$ cat config.mk
export PLATFORM = sky130hd
export DESIGN_NAME = twst_slave_tx
export DESIGN_NICKNAME = d
export VERILOG_FILES = /design/src/twst_pkg.sv /design/src/twst_sync.sv /design/src/twst_slave_tx.sv
export VERILOG_INCLUDE_DIRS = /design/src
export SDC_FILE = /design/constraint.sdc
export NUM_CORES = 1
export LEC_CHECK = 0
export BUFFER_PORTS_ARGS = -buffer_cell sky130_fd_sc_hd__buf_2
export CAP_MARGIN = 25
export CORE_AREA = 4 4 96 98
export CTS_CLUSTER_DIAMETER = 200
export DETAILED_ROUTE_END_ITERATION = 10
export DIE_AREA = 0 0 100 102
export PLACE_DENSITY = 0.67
export SETUP_SLACK_MARGIN = 0.5
export SLEW_MARGIN = 20
export SYNTH_ARGS = -nofsm -noshare
export SYNTH_HDL_FRONTEND = slang
export SYNTH_SLANG_ARGS = --single-unit
export TNS_END_PERCENT = 5
$ cat constraint.sdc
create_clock -name sys_clk_i -period 3.1 [get_ports sys_clk_i]
set_input_delay 0.465 -clock sys_clk_i [delete_from_list [all_inputs] [get_ports sys_clk_i]]
set_output_delay 0.465 -clock sys_clk_i [all_outputs]
set_load 0.005 [all_outputs]
$ cat src/twst_map.svh
`ifndef TWST_MAP_SVH
`define TWST_MAP_SVH
`define TWST_ST_OWN_READ 8'ha8
`define TWST_ST_ARB_READ 8'hb0
`define TWST_ST_DATA_ACK 8'hb8
`define TWST_ST_DATA_NACK 8'hc0
`define TWST_ST_LAST_ACK 8'hc8
`define TWST_ST_NO_INFO 8'hf8
`define TWST_ST_BUS_ERR 8'h00
`define TWST_CLK_PERIOD_NS 10
`define TWST_START_HOLD_NS 4000
`define TWST_START_HOLD_CYC \
   ((`TWST_START_HOLD_NS + `TWST_CLK_PERIOD_NS - 1) / `TWST_CLK_PERIOD_NS)
`define TWST_ADDR_BITS 4'h8
`define TWST_LAST_BIT 4'h7
`define TWST_RESET_BYTE 8'h00
`endif

$ cat src/twst_pkg.sv
package twst_pkg;
   typedef enum logic [3:0] {
      ST_IDLE,
      ST_ADDR,
      ST_ADDR_ACK,
      ST_TX_BIT,
      ST_TX_ACK,
      ST_WAIT_SW,
      ST_BUS_ERR,
      ST_GEN_START,
      ST_MASTER_HOLD
   } twst_state_t;
   typedef logic [7:0] twst_byte_t;
endpackage

$ cat src/twst_sync.sv
module twst_sync
(
   // Clock and reset
   input wire logic sys_clk_i,
   input wire logic sys_rst_i,
   // Asynchronous lines in, synchronised lines out
   input wire logic [1:0] raw_i,
   output logic [1:0] sync_o
);
   genvar gi;
   generate
      for (gi = 0; gi < 2; gi++)
      begin : g_bit
         logic meta_reg;
         logic sync_reg;
         // Released lines idle high, so reset to one avoids false edges
         always_ff @(posedge sys_clk_i)
         begin
            if (sys_rst_i)
            begin
               meta_reg <= 1'b1;
               sync_reg <= 1'b1;
            end
            else
            begin
               meta_reg <= raw_i[gi];
               sync_reg <= meta_reg;
            end
         end
         assign sync_o[gi] = sync_reg;
      end
   endgenerate
endmodule

$ cat src/twst_slave_tx.sv
`include "twst_map.svh"

module twst_slave_tx
(
   // Clock and reset
   input wire logic sys_clk_i,
   input wire logic sys_rst_i,
   // Bus pins
   input wire logic scl_i,
   input wire logic sda_i,
   output logic scl_o,
   output logic scl_oe_o,
   output logic sda_o,
   output logic sda_oe_o,
   // Control write
   input wire logic ctrl_wr_i,
   input wire logic ctrl_step_done_i,
   input wire logic ctrl_ack_enable_i,
   input wire logic ctrl_start_i,
   input wire logic ctrl_stop_i,
   // Data and address writes
   input wire logic data_wr_i,
   input wire logic [7:0] data_i,
   input wire logic addr_wr_i,
   input wire logic [7:0] addr_i,
   // Master logic event
   input wire logic arb_lost_i,
   // Status
   output logic step_done_o,
   output logic ack_enable_o,
   output logic start_request_o,
   output logic stop_request_o,
   output logic general_call_enable_o,
   output logic [7:0] status_o,
   output logic [7:0] data_o
);
   twst_pkg::twst_state_t state_reg, state_next;
   logic [3:0] bit_cnt_reg, bit_cnt_next;
   twst_pkg::twst_byte_t shift_reg, shift_next;
   twst_pkg::twst_byte_t rx_reg, rx_next;
   twst_pkg::twst_byte_t serial_data_reg, serial_data_next;
   twst_pkg::twst_byte_t own_address_reg, own_address_next;
   twst_pkg::twst_byte_t code_reg, code_next;
   twst_pkg::twst_byte_t status_reg, status_next;
   logic step_done_reg, step_done_next;
   logic ack_en_reg, ack_en_next;
   logic start_req_reg, start_req_next;
   logic stop_req_reg, stop_req_next;
   logic last_reg, last_next;
   logic ack_seen_reg, ack_seen_next;
   logic lost_reg, lost_next;
   logic busy_reg, busy_next;
   logic [8:0] hold_reg, hold_next;
   logic sda_oe_reg, sda_oe_next;
   logic scl_oe_reg, scl_oe_next;
   logic scl_d_reg, sda_d_reg;
   logic [1:0] line_s;
   logic scl_s, sda_s;
   logic scl_rise, scl_fall, start_ev, stop_ev, in_frame, bus_err;
   logic sw_clear, addr_match;

   twst_sync u_sync
   (
      .sys_clk_i(sys_clk_i),
      .sys_rst_i(sys_rst_i),
      .raw_i({scl_i, sda_i}),
      .sync_o(line_s)
   );

   assign scl_s = line_s[1];
   assign sda_s = line_s[0];
   assign scl_rise = scl_s & ~scl_d_reg;
   assign scl_fall = ~scl_s & scl_d_reg;
   assign start_ev = scl_s & scl_d_reg & sda_d_reg & ~sda_s;
   assign stop_ev = scl_s & scl_d_reg & ~sda_d_reg & sda_s;
   assign sw_clear = ctrl_wr_i & ctrl_step_done_i;
   // General call is write only, so it never selects transmit here
   assign addr_match = (rx_reg[7:1] == own_address_reg[7:1]) &
                       rx_reg[0];
   // A repeated START before the first address bit is legal
   assign in_frame = ((state_reg == twst_pkg::ST_ADDR) &&
                      (bit_cnt_reg != 4'h0)) ||
                     (state_reg == twst_pkg::ST_ADDR_ACK) ||
                     (state_reg == twst_pkg::ST_TX_BIT) ||
                     (state_reg == twst_pkg::ST_TX_ACK);
   assign bus_err = in_frame & (start_ev | stop_ev);

   always_comb
   begin
      state_next = state_reg;
      bit_cnt_next = bit_cnt_reg;
      shift_next = shift_reg;
      rx_next = rx_reg;
      code_next = code_reg;
      last_next = last_reg;
      ack_seen_next = ack_seen_reg;
      hold_next = hold_reg;
      sda_oe_next = sda_oe_reg;
      scl_oe_next = scl_oe_reg;
      serial_data_next = data_wr_i ? data_i : serial_data_reg;
      own_address_next = addr_wr_i ? addr_i : own_address_reg;
      ack_en_next = ctrl_wr_i ? ctrl_ack_enable_i : ack_en_reg;
      start_req_next = ctrl_wr_i ? ctrl_start_i : start_req_reg;
      stop_req_next = ctrl_wr_i ? ctrl_stop_i : stop_req_reg;
      step_done_next = step_done_reg & ~sw_clear;
      lost_next = lost_reg | arb_lost_i;
      busy_next = (busy_reg | start_ev) & ~stop_ev;
      if (bus_err)
      begin
         // Set below wins over a clear written in the same cycle
         state_next = twst_pkg::ST_BUS_ERR;
         code_next = `TWST_ST_BUS_ERR;
         step_done_next = 1'b1;
         sda_oe_next = 1'b0;
         scl_oe_next = 1'b0;
      end
      else
      begin
         case (state_reg)
            twst_pkg::ST_IDLE:
            begin
               sda_oe_next = 1'b0;
               scl_oe_next = 1'b0;
               if (start_ev)
               begin
                  state_next = twst_pkg::ST_ADDR;
                  bit_cnt_next = 4'h0;
               end
               else if (start_req_reg && !busy_reg && scl_s && sda_s)
               begin
                  state_next = twst_pkg::ST_GEN_START;
                  sda_oe_next = 1'b1;
                  hold_next = 9'(`TWST_START_HOLD_CYC - 1);
               end
            end
            twst_pkg::ST_ADDR:
            begin
               if (start_ev)
                  bit_cnt_next = 4'h0;
               else if (stop_ev)
                  state_next = twst_pkg::ST_IDLE;
               else if (scl_rise)
               begin
                  rx_next = {rx_reg[6:0], sda_s};
                  bit_cnt_next = bit_cnt_reg + 4'h1;
               end
               else if (scl_fall && bit_cnt_reg == `TWST_ADDR_BITS)
               begin
                  // Address recognition only while ack is enabled
                  if (addr_match && ack_en_reg)
                  begin
                     state_next = twst_pkg::ST_ADDR_ACK;
                     sda_oe_next = 1'b1;
                  end
                  else
                     state_next = twst_pkg::ST_IDLE;
               end
            end
            twst_pkg::ST_ADDR_ACK:
            begin
               if (scl_fall)
               begin
                  state_next = twst_pkg::ST_WAIT_SW;
                  sda_oe_next = 1'b0;
                  scl_oe_next = 1'b1;
                  step_done_next = 1'b1;
                  code_next = lost_reg ? `TWST_ST_ARB_READ :
                              `TWST_ST_OWN_READ;
                  lost_next = 1'b0;
               end
            end
            twst_pkg::ST_TX_BIT:
            begin
               if (scl_fall)
               begin
                  if (bit_cnt_reg == `TWST_LAST_BIT)
                  begin
                     state_next = twst_pkg::ST_TX_ACK;
                     sda_oe_next = 1'b0;
                  end
                  else
                  begin
                     shift_next = {shift_reg[6:0], 1'b0};
                     bit_cnt_next = bit_cnt_reg + 4'h1;
                     sda_oe_next = ~shift_reg[6];
                  end
               end
            end
            twst_pkg::ST_TX_ACK:
            begin
               if (scl_rise)
                  ack_seen_next = ~sda_s;
               else if (scl_fall)
               begin
                  state_next = twst_pkg::ST_WAIT_SW;
                  scl_oe_next = 1'b1;
                  step_done_next = 1'b1;
                  if (!ack_seen_reg)
                     code_next = `TWST_ST_DATA_NACK;
                  else if (last_reg)
                     code_next = `TWST_ST_LAST_ACK;
                  else
                     code_next = `TWST_ST_DATA_ACK;
               end
            end
            twst_pkg::ST_WAIT_SW:
            begin
               // SCL stays low until software writes the flag
               scl_oe_next = 1'b1;
               if (step_done_reg && sw_clear)
               begin
                  scl_oe_next = 1'b0;
                  if (code_reg == `TWST_ST_DATA_NACK ||
                      code_reg == `TWST_ST_LAST_ACK)
                     // Master may keep clocking; it reads ones
                     state_next = twst_pkg::ST_IDLE;
                  else
                  begin
                     state_next = twst_pkg::ST_TX_BIT;
                     shift_next = serial_data_reg;
                     bit_cnt_next = 4'h0;
                     sda_oe_next = ~serial_data_reg[7];
                     ack_seen_next = 1'b0;
                     last_next = ~ctrl_ack_enable_i;
                  end
               end
            end
            twst_pkg::ST_BUS_ERR:
            begin
               sda_oe_next = 1'b0;
               scl_oe_next = 1'b0;
               // Flag may already be cleared; recovery must still work
               if (sw_clear && ctrl_stop_i)
               begin
                  state_next = twst_pkg::ST_IDLE;
                  stop_req_next = 1'b0;
                  busy_next = 1'b0;
               end
            end
            twst_pkg::ST_GEN_START:
            begin
               if (hold_reg == 9'h000)
               begin
                  state_next = twst_pkg::ST_MASTER_HOLD;
                  scl_oe_next = 1'b1;
                  start_req_next = 1'b0;
               end
               else
                  hold_next = hold_reg - 9'h001;
            end
            twst_pkg::ST_MASTER_HOLD:
            begin
               // Master logic owns the bus from here on
               if (ctrl_wr_i || arb_lost_i)
               begin
                  state_next = twst_pkg::ST_IDLE;
                  sda_oe_next = 1'b0;
                  scl_oe_next = 1'b0;
               end
            end
            default:
            begin
               state_next = twst_pkg::ST_IDLE;
               sda_oe_next = 1'b0;
               scl_oe_next = 1'b0;
            end
         endcase
      end
      // Low three bits of every code are zero, so nothing to mask
      status_next = step_done_next ? code_next :
                    `TWST_ST_NO_INFO;
   end

   always_ff @(posedge sys_clk_i)
   begin
      if (sys_rst_i)
      begin
         state_reg <= twst_pkg::ST_IDLE;
         bit_cnt_reg <= 4'h0;
         shift_reg <= `TWST_RESET_BYTE;
         rx_reg <= `TWST_RESET_BYTE;
         serial_data_reg <= `TWST_RESET_BYTE;
         own_address_reg <= `TWST_RESET_BYTE;
         code_reg <= `TWST_ST_NO_INFO;
         status_reg <= `TWST_ST_NO_INFO;
         step_done_reg <= 1'b0;
         ack_en_reg <= 1'b0;
         start_req_reg <= 1'b0;
         stop_req_reg <= 1'b0;
         last_reg <= 1'b0;
         ack_seen_reg <= 1'b0;
         lost_reg <= 1'b0;
         busy_reg <= 1'b0;
         hold_reg <= 9'h000;
         sda_oe_reg <= 1'b0;
         scl_oe_reg <= 1'b0;
         scl_d_reg <= 1'b1;
         sda_d_reg <= 1'b1;
      end
      else
      begin
         state_reg <= state_next;
         bit_cnt_reg <= bit_cnt_next;
         shift_reg <= shift_next;
         rx_reg <= rx_next;
         serial_data_reg <= serial_data_next;
         own_address_reg <= own_address_next;
         code_reg <= code_next;
         status_reg <= status_next;
         step_done_reg <= step_done_next;
         ack_en_reg <= ack_en_next;
         start_req_reg <= start_req_next;
         stop_req_reg <= stop_req_next;
         last_reg <= last_next;
         ack_seen_reg <= ack_seen_next;
         lost_reg <= lost_next;
         busy_reg <= busy_next;
         hold_reg <= hold_next;
         sda_oe_reg <= sda_oe_next;
         scl_oe_reg <= scl_oe_next;
         scl_d_reg <= scl_s;
         sda_d_reg <= sda_s;
      end
   end

   assign scl_o = 1'b0;
   assign sda_o = 1'b0;
   assign scl_oe_o = scl_oe_reg;
   assign sda_oe_o = sda_oe_reg;
   assign step_done_o = step_done_reg;
   assign ack_enable_o = ack_en_reg;
   assign start_request_o = start_req_reg;
   assign stop_request_o = stop_req_reg;
   assign general_call_enable_o = own_address_reg[0];
   assign status_o = status_reg;
   assign data_o = serial_data_reg;
endmodule

# Word-level counts from Yosys, hierarchy flattened
# Index checks and enable logic that the tools add are counted.
dict set report op_classes {
  n_eq_ne 49
  n_addsub 2
  bitwise_logic 30
  mul 0
  magnitude_cmp 0
  n_shift 0
  muxes 85
  div_mod_pow 0
  reduce_logical 35
}
# cell n
set ops {}
lappend ops {{4-bit 2-to-1 mux} 22}
lappend ops {{7-bit 2-to-1 mux} 6}
lappend ops {{1-bit 2-to-1 mux} 37}
lappend ops {{4-bit case mux with 9 select lines} 1}
lappend ops {{2-bit inequality test, second input constant} 17}
lappend ops {{3-bit inequality test, second input constant} 11}
lappend ops {{11-bit AND reduction} 3}
lappend ops {{8-bit 2-to-1 mux} 4}
lappend ops {{9-bit 2-to-1 mux} 3}
lappend ops {{4-bit by 3-bit equality test with 1-bit output, second input constant} 5}
lappend ops {{9-bit case mux with 2 select lines} 1}
lappend ops {{8-bit equality test, second input constant} 2}
lappend ops {{4-bit case mux with 4 select lines} 1}
lappend ops {{8-bit case mux with 2 select lines} 1}
lappend ops {{1-bit NOT} 15}
lappend ops {{5-bit AND reduction} 3}
lappend ops {{7-bit case mux with 2 select lines} 1}
lappend ops {{1-bit AND} 12}
lappend ops {{9-bit zero test} 1}
lappend ops {{9-bit AND reduction} 1}
lappend ops {{9-bit by 1-bit subtractor with 9-bit output, second input constant} 1}
lappend ops {{4-bit by 2-bit equality test with 1-bit output, second input constant} 2}
lappend ops {{4-bit equality test, second input constant} 2}
lappend ops {{1-bit logical AND} 8}
lappend ops {{other kinds (22)} 41}
dict set report totals {
  mem_bits_ro 0
  mem_bits_rw 0
  mem_count 0
  regBits 80
  latchBits 0
  inputBits 28
  wordCells 227
  out_inout_bits 25
}

# Depth between registers and ports, before layout
# Gate-level depths: netlist of run 1.
dict set report depth {
  ltp_word 10
  mapped_depth 8
  ltp_nobuf 7
}

# Cells and area by module
# A second synthesis of run 1 with hierarchy kept.
dict set report unflattened {
  hier_cells 430
  hier_area_um2 3814.9
}
# mod area_each_um2 cells_per_inst n_inst seq_area_each_um2
set modules_own_cells {}
lappend modules_own_cells {twst_slave_tx 3694.8 420 1 1521.5}
lappend modules_own_cells {twst_sync 120.1 10 1 80.1}

# Least setup slack after synthesis of run 1
# No wires, ideal clock.
dict set report synth_path {
  path_type {register to register}
  startpoint {register bit_cnt_reg[0]}
  endpoint {register step_done_reg, in the netlist step_done_o}
  arrival_ns 2.020
  setup_ns 0.115
  required_ns 2.985
  synth_period_minus_slack_ns 2.135
  path_buffers 1
  setup_slack_ns 0.965
  stages_incl_launch_ff 9
  path_cell_list {dfxtp_1 > inv_1 > ha_1 > nor4b_1 > o32ai_1 > and2_1 > buf_2 > or3_1 > and2_1}
}
dict set report synth_via {
  elab_chain_len 7
}
# element line
set synth_lines {}
lappend synth_lines {{from (decl)} twst_slave_tx.sv:38} ;# logic [3:0] bit_cnt_reg, bit_cnt_next;
lappend synth_lines {{from (signal assigned)} twst_slave_tx.sv:303} ;# bit_cnt_reg <= bit_cnt_next;
lappend synth_lines {{4-bit nonzero test} twst_slave_tx.sv:82} ;# (bit_cnt_reg != 4'h0)) ||
lappend synth_lines {{1-bit logical AND} twst_slave_tx.sv:81} ;# assign in_frame = ((state_reg == twst_pkg::ST_ADDR) &&
lappend synth_lines {{1-bit logical OR} twst_slave_tx.sv:82}
lappend synth_lines {{1-bit logical OR} twst_slave_tx.sv:83} ;# (state_reg == twst_pkg::ST_ADDR_ACK) ||
lappend synth_lines {{1-bit logical OR} twst_slave_tx.sv:84} ;# (state_reg == twst_pkg::ST_TX_BIT) ||
lappend synth_lines {{1-bit AND} twst_slave_tx.sv:86} ;# assign bus_err = in_frame & (start_ev | stop_ev);
lappend synth_lines {{1-bit 2-to-1 mux} twst_slave_tx.sv:108} ;# if (bus_err)
lappend synth_lines {{to (signal assigned)} twst_slave_tx.sv:310} ;# step_done_reg <= step_done_next;
lappend synth_lines {{to (decl)} twst_slave_tx.sv:45} ;# logic step_done_reg, step_done_next;
# No other way between the ends.
# A chain may end at the register's enable or synchronous reset.

# Worst setup path in the final report of run 1
dict set report layout_path {
  startpoint {register state_reg[0]}
  endpoint {register step_done_reg, in the netlist step_done_o}
}
dict set report layout_via {
  elab_chain_len 7
  word_cells_on_any_way 11
  cone_classes {eq/ne (4); mux (2); bitwise (1); reduce/logical (4)}
}
# element line
set layout_lines {}
lappend layout_lines {{from (decl)} twst_slave_tx.sv:37} ;# twst_pkg::twst_state_t state_reg, state_next;
lappend layout_lines {{from (signal assigned)} twst_slave_tx.sv:278} ;# state_reg <= twst_pkg::ST_IDLE;
lappend layout_lines {{from (signal assigned)} twst_slave_tx.sv:302} ;# state_reg <= state_next;
lappend layout_lines {{4-bit by 1-bit equality test with 1-bit output} twst_slave_tx.sv:81}
lappend layout_lines {{1-bit logical AND} twst_slave_tx.sv:81}
lappend layout_lines {{1-bit logical OR} twst_slave_tx.sv:82}
lappend layout_lines {{1-bit logical OR} twst_slave_tx.sv:83}
lappend layout_lines {{1-bit logical OR} twst_slave_tx.sv:84}
lappend layout_lines {{1-bit AND} twst_slave_tx.sv:86}
lappend layout_lines {{1-bit 2-to-1 mux *} twst_slave_tx.sv:108}
# Every way passes the cells marked *; elsewhere a longest branch is shown, timed or not.

==> results.ini, run 1 <==
[run_status]
outcome=complete, no violations

[routing]
wl_per_cell_um=15.9
highest-signal-layer=met4
dr_wl_met3_um=608
drc=0
drt-met1-wl_um=4360
routed-via-count=3425
wl_um=9480
ant_nets=0
viasPerCell=5.75
wl_met2_um=4310
drtPass1Iterations=5
drt_iter0_drc=189

[cts]
path_clk_slew_ns=0.08
hold_buffers=0
cts_root_buf=clkbuf_8
post-cts-setup-buffers=0
numCtsBuffers=9
cts_htree_levels=3
ctsResizeCount=0
clockBufferDepth=2
insertion_delay_ns=0.35
cts.sinks=80
cts_tree=done

[setup_path]
worstPathMaxFanout=24
path_cells=or3b_1 -> o32ai_1 -> and2_1 -> or3_1 -> and2_1
slowest_stage=dfxtp_1
rrSetupSlack_ns=0.47
critPathKind=reg -> reg
end_kind=flip-flop
startpoint_type=flip-flop
required_ns=3.40
cp.arrival_ns=2.93
crit_top_cell=and2_1
r2r-start=state_reg[0]
crit_start=state_reg[0]
r2r-end=step_done_o
cpPeakStageDelay_ns=0.83
reg2reg_depth=5

[timing]
finalCritPeriodShare_pct=84.8
tightestPinTransition_ns=0.777
setup_viol_count_final=0
rsz0062_at_grt=true
hold_viol=0
min_period_ns=2.63
slew_headroom_pct=48.1
drv_slew=0
clock_skew_ns=0.00778
fin_tns_setup_ns=0
layout_setup_ws_ns=0.472
hold_ws_ns=0.298
fmax_mhz=381

[finish]
multi_input_area_um2=2140
area_growth_pct=13.9
largest_register_ff_count=9
fillers=835
final_cell_count_no_fill=596
fin_util_pct=52.3
n_antenna_cell=0
ff_latch_area_um2=1600
drive_above_1_share_pct=20.1
nNetsFinal=515

[place]
pre_cts_ws_ns=0.526
io_buffer_count=50
finalWeightedCongestion=1.00
placed_cells=580
place_hpwl_um=6790

[logic_synthesis]
synth_top_area_cell=dfxtp_1
synth-async-reset-ratio_pct=0
synth_top_area_share_pct=41.2
synthCells=440
seq_area_frac_synth_pct=41.2
netlist_area_um2=3880
synth-edff-count=0
yosys_register_bits=80
ys_top_cells_by_count=dfxtp_1, nand2_1, nor2_1
yosys.cell_types.count=61
yosysWarnings=0
ys_top_cells_by_area=dfxtp_1, mux2i_1, nand2_1, nor2_1, a21oi_1
synth_ff_type=dfxtp_1
yosysMostFrequentCell=dfxtp_1
synth_area_per_cell_um2=8.83

[hold_path]
hold_start=sda_i
min_to=u_sync.g_bit[0].meta_reg
holdPathStages=2
holdCritPathClass=in -> reg

[global_route]
grt.total_usage_pct=18.6
grt_pass1_wl_um=15300
grt_pass1_vias=3152
overflow=0
grt_max_degree=43
antenna_found_initial=0

[power_and_ir_drop]
max-vdd-ir-drop_uv=276
power.leakage_nw=1.76
p_per_area_nw_per_um2=655

[floorplan]
die_x_um=100
start_util_pct=45.9
core_um2=8470
ios=53
dieArea_um2=10200
rows=34
die_h_um=102

[flow_run]
cap_violations=0

==> area by class of cell <==
cell class              count  share of cell area, %
clock inverters             6                   1.02
inverters                   9                  0.763
multi-input cells         321                   48.4
flip-flops and latches     80                   36.2
clock buffers              10                   2.88
repair buffers             62                   7.69
well taps                 108                   3.05
==> metal layers <==
layer	up-vias	GRT usage (%)
met3	22	3.82
met1	1581	25.5
met2	128	29.1
met4	0	7.25
li1	1694	-
met5	-	0
==> worst max-delay path by stage <==
stage,endpoint,cells after the start
2_1_floorplan,step_done_o,8
5_1_grt,step_done_o,5
3_3_place_gp,shift_reg[4],5
4_1_cts,bit_cnt_reg[1],6
3_5_place_dp,status_o[7],5
6_report,step_done_o,5
==> through the flow <==
step / instance area [µm²] / power (mW)
final: 4430 / 2.90
after global routing: 4430 / 3.07
after CTS: 4420 / 2.89
after floorplan: 3890 / 1.96
after detailed placement: 4250 / 2.21
after global placement: 4240 / 2.19
==> cells in the final DEF (no fill, tap or decap), types with 3 or more instances in the layout <==
cell type and count:
and3_1 6, nor4_1 7, buf_4 12, o211ai_1 12, a311oi_1 9, or2_2 7
a32o_1 3, nor2b_1 7, o21ai_0 12, buf_2 50, or4_1 3, clkbuf_8 9
xor2_1 9, nor2_1 31, nor3_1 13, and2_1 6, nand2b_1 8, ha_1 4
nor4b_1 6, a31oi_1 8, nand3_1 18, a21oi_1 22, nand2_1 35, nand4_1 3
a21o_1 4, inv_1 9, or3_1 7, mux2i_1 22, dfxtp_1 79, a211oi_1 9
nand4b_1 5, clkinvlp_4 3, xnor2_1 7
==> cells by family (layout without fill, tap and decap cells) <==
group | count (synthesis) | count (layout) | share of synthesized area [%]
other cells | 1 | 2 | 0.0965
flops | 80 | 80 | 41.2
mux | 23 | 23 | 5.96
xor+xnor | 16 | 16 | 3.61
buf+inv | 40 | 87 | 4.28
simple gates | 181 | 181 | 26.2
compound gates | 95 | 95 | 17.3
fa+ha+maj | 4 | 4 | 1.29
==> where the power goes <==
part / switching (mW) / internal [mW] / total (mW)
Sequential: 0.127 / 1.13 / 1.25
Combinational: 0.551 / 0.409 / 0.960
Clock: 0.389 / 0.293 / 0.682
Total: 1.07 / 1.83 / 2.90
==> critical path: cells and delay by family (launching register included) <==
family,cells,cell delay [ns]
AO/OA/AOI/OAI,1,0.36
flip-flops,1,0.83
AND/OR/NAND/NOR,4,1.38
Note: power is estimated with default switching activity, not from simulation.
==> run 2: changes to the inputs <==
- clock period: 3.1 -> 2.69 ns (I/O delays scaled with it)
==> results.ini, run 2 (synthesis results as in run 1) <==
[finish]
drive_above_1_share_pct=22.0
final_cell_mix=dfxtp_1, buf_2, nand2_1
fillers=812
largest_register_ff_count=9
layout_commonest_cell=dfxtp_1
multi_input_area_um2=2160
area_growth_pct=16.1
ff_latch_area_um2=1600
nNetsFinal=522
n_antenna_cell=0

[routing]
drc=0
drtPass1Iterations=5
ant_nets=0
routed-via-count=3531
viasPerCell=5.86
wl_um=9670
wl_per_cell_um=16.0
drt_iter0_drc=264

[place]
io_buffer_count=50
finalWeightedCongestion=0.994
place_hpwl_um=7030

[setup_path]
cp_top_family=simple AND/OR/NAND/NOR gates
cpPeakStageDelay_ns=0.53
worstPathMaxFanout=10
startpoint_type=flip-flop
end_kind=flip-flop
cp.arrival_ns=2.43
required_ns=2.93
timing.critical_path.buf_inv=0
critPathKind=reg -> reg
slowest_stage=or3b_1
path_cells=or3b_1 -> o32ai_1 -> and2_1 -> o21ai_0 -> nand2b_1

[timing]
fin_tns_setup_ns=0
tightestPinTransition_ns=0.684
setup_viol_count_final=0
clock_skew_ns=0.00839
hold_viol=0
slew_headroom_pct=54.0
finalCritPeriodShare_pct=81.4
drv_slew=0
min_period_ns=2.19
rsz0062_at_grt=true
fmax_mhz=457

[cts]
cts_htree_levels=3
hold_buffers=0
cts.sinks=80
numCtsBuffers=9
clockBufferDepth=2
cts_tree=done
cts_root_buf=clkbuf_8
path_clk_slew_ns=0.08
insertion_delay_ns=0.35
ctsResizeCount=4
post-cts-setup-buffers=0

[power_and_ir_drop]
p_per_area_nw_per_um2=759
max-vdd-ir-drop_uv=363
power.leakage_nw=1.81
power_mw=3.42

[floorplan]
ios=53
start_util_pct=45.9
die_h_um=102
dieArea_um2=10200
rows=34
core_um2=8470
die_x_um=100

[global_route]
antenna_found_initial=0
overflow=0
grt_pass1_vias=3286
grt_max_degree=44
grt.total_usage_pct=19.4
grt_pass1_wl_um=16000

[run_status]
outcome=complete, no violations

[flow_run]
cap_violations=0

[hold_path]
holdCritPathClass=in -> reg

run 2: cell types whose count changed in the layout (fill, tap and decap cells not counted), moves of 2 or more:
cell     change
inv_6        +2
buf_4        +7
nor4b_1      -2
nor3_2       -2
nor4b_2      +3
run 2: routing by layer:
layer  GRT usage, %  up-vias  wire length, µm
met5              0        -                0
met4           7.77        0              242
met3           4.03       26              697
met2           30.6      144             4440
met1           26.1     1642             4290
li1               -     1719                -
run 2: cell type report:
class,instances,area share [%]
multi-input combinational,321,47.8
tap,108,3.00
clock inverter,6,1.11
sequential,80,35.5
clock buffer,10,3.05
timing repair buffer,69,8.71
inverter,9,0.749
run 2: final timing paths:
path	slack (ns)	depth (start not counted)	start	end
setup reg to reg	0.50	5	state_reg[0]	status_o[5]
hold reg to reg	0.41	1	u_sync.g_bit[0].meta_reg	u_sync.g_bit[0].sync_reg
hold / removal	0.23	2	scl_i	u_sync.g_bit[1].meta_reg
setup / recovery	0.50	5	state_reg[0]	status_o[5]
run 2: power by group:
group	leakage, nW	internal [mW]	switching (mW)
registers	0.653	1.30	0.113
clock network	0.0899	0.371	0.462
logic	1.07	0.509	0.669
run 2: per-stage QoR:
stage,setup WS (ns),cell area (µm²),cells,hold WS (ns),utilization [%]
2_1_floorplan,0.555,3890,441,0.389,-
3_3_place_gp,0.395,4290,587,0.393,50.7
3_5_place_dp,0.382,4290,587,0.395,50.7
4_1_cts,0.484,4500,603,0.223,53.1
5_1_grt,0.318,4510,603,0.229,53.3
6_report,0.499,4510,603,0.234,53.3
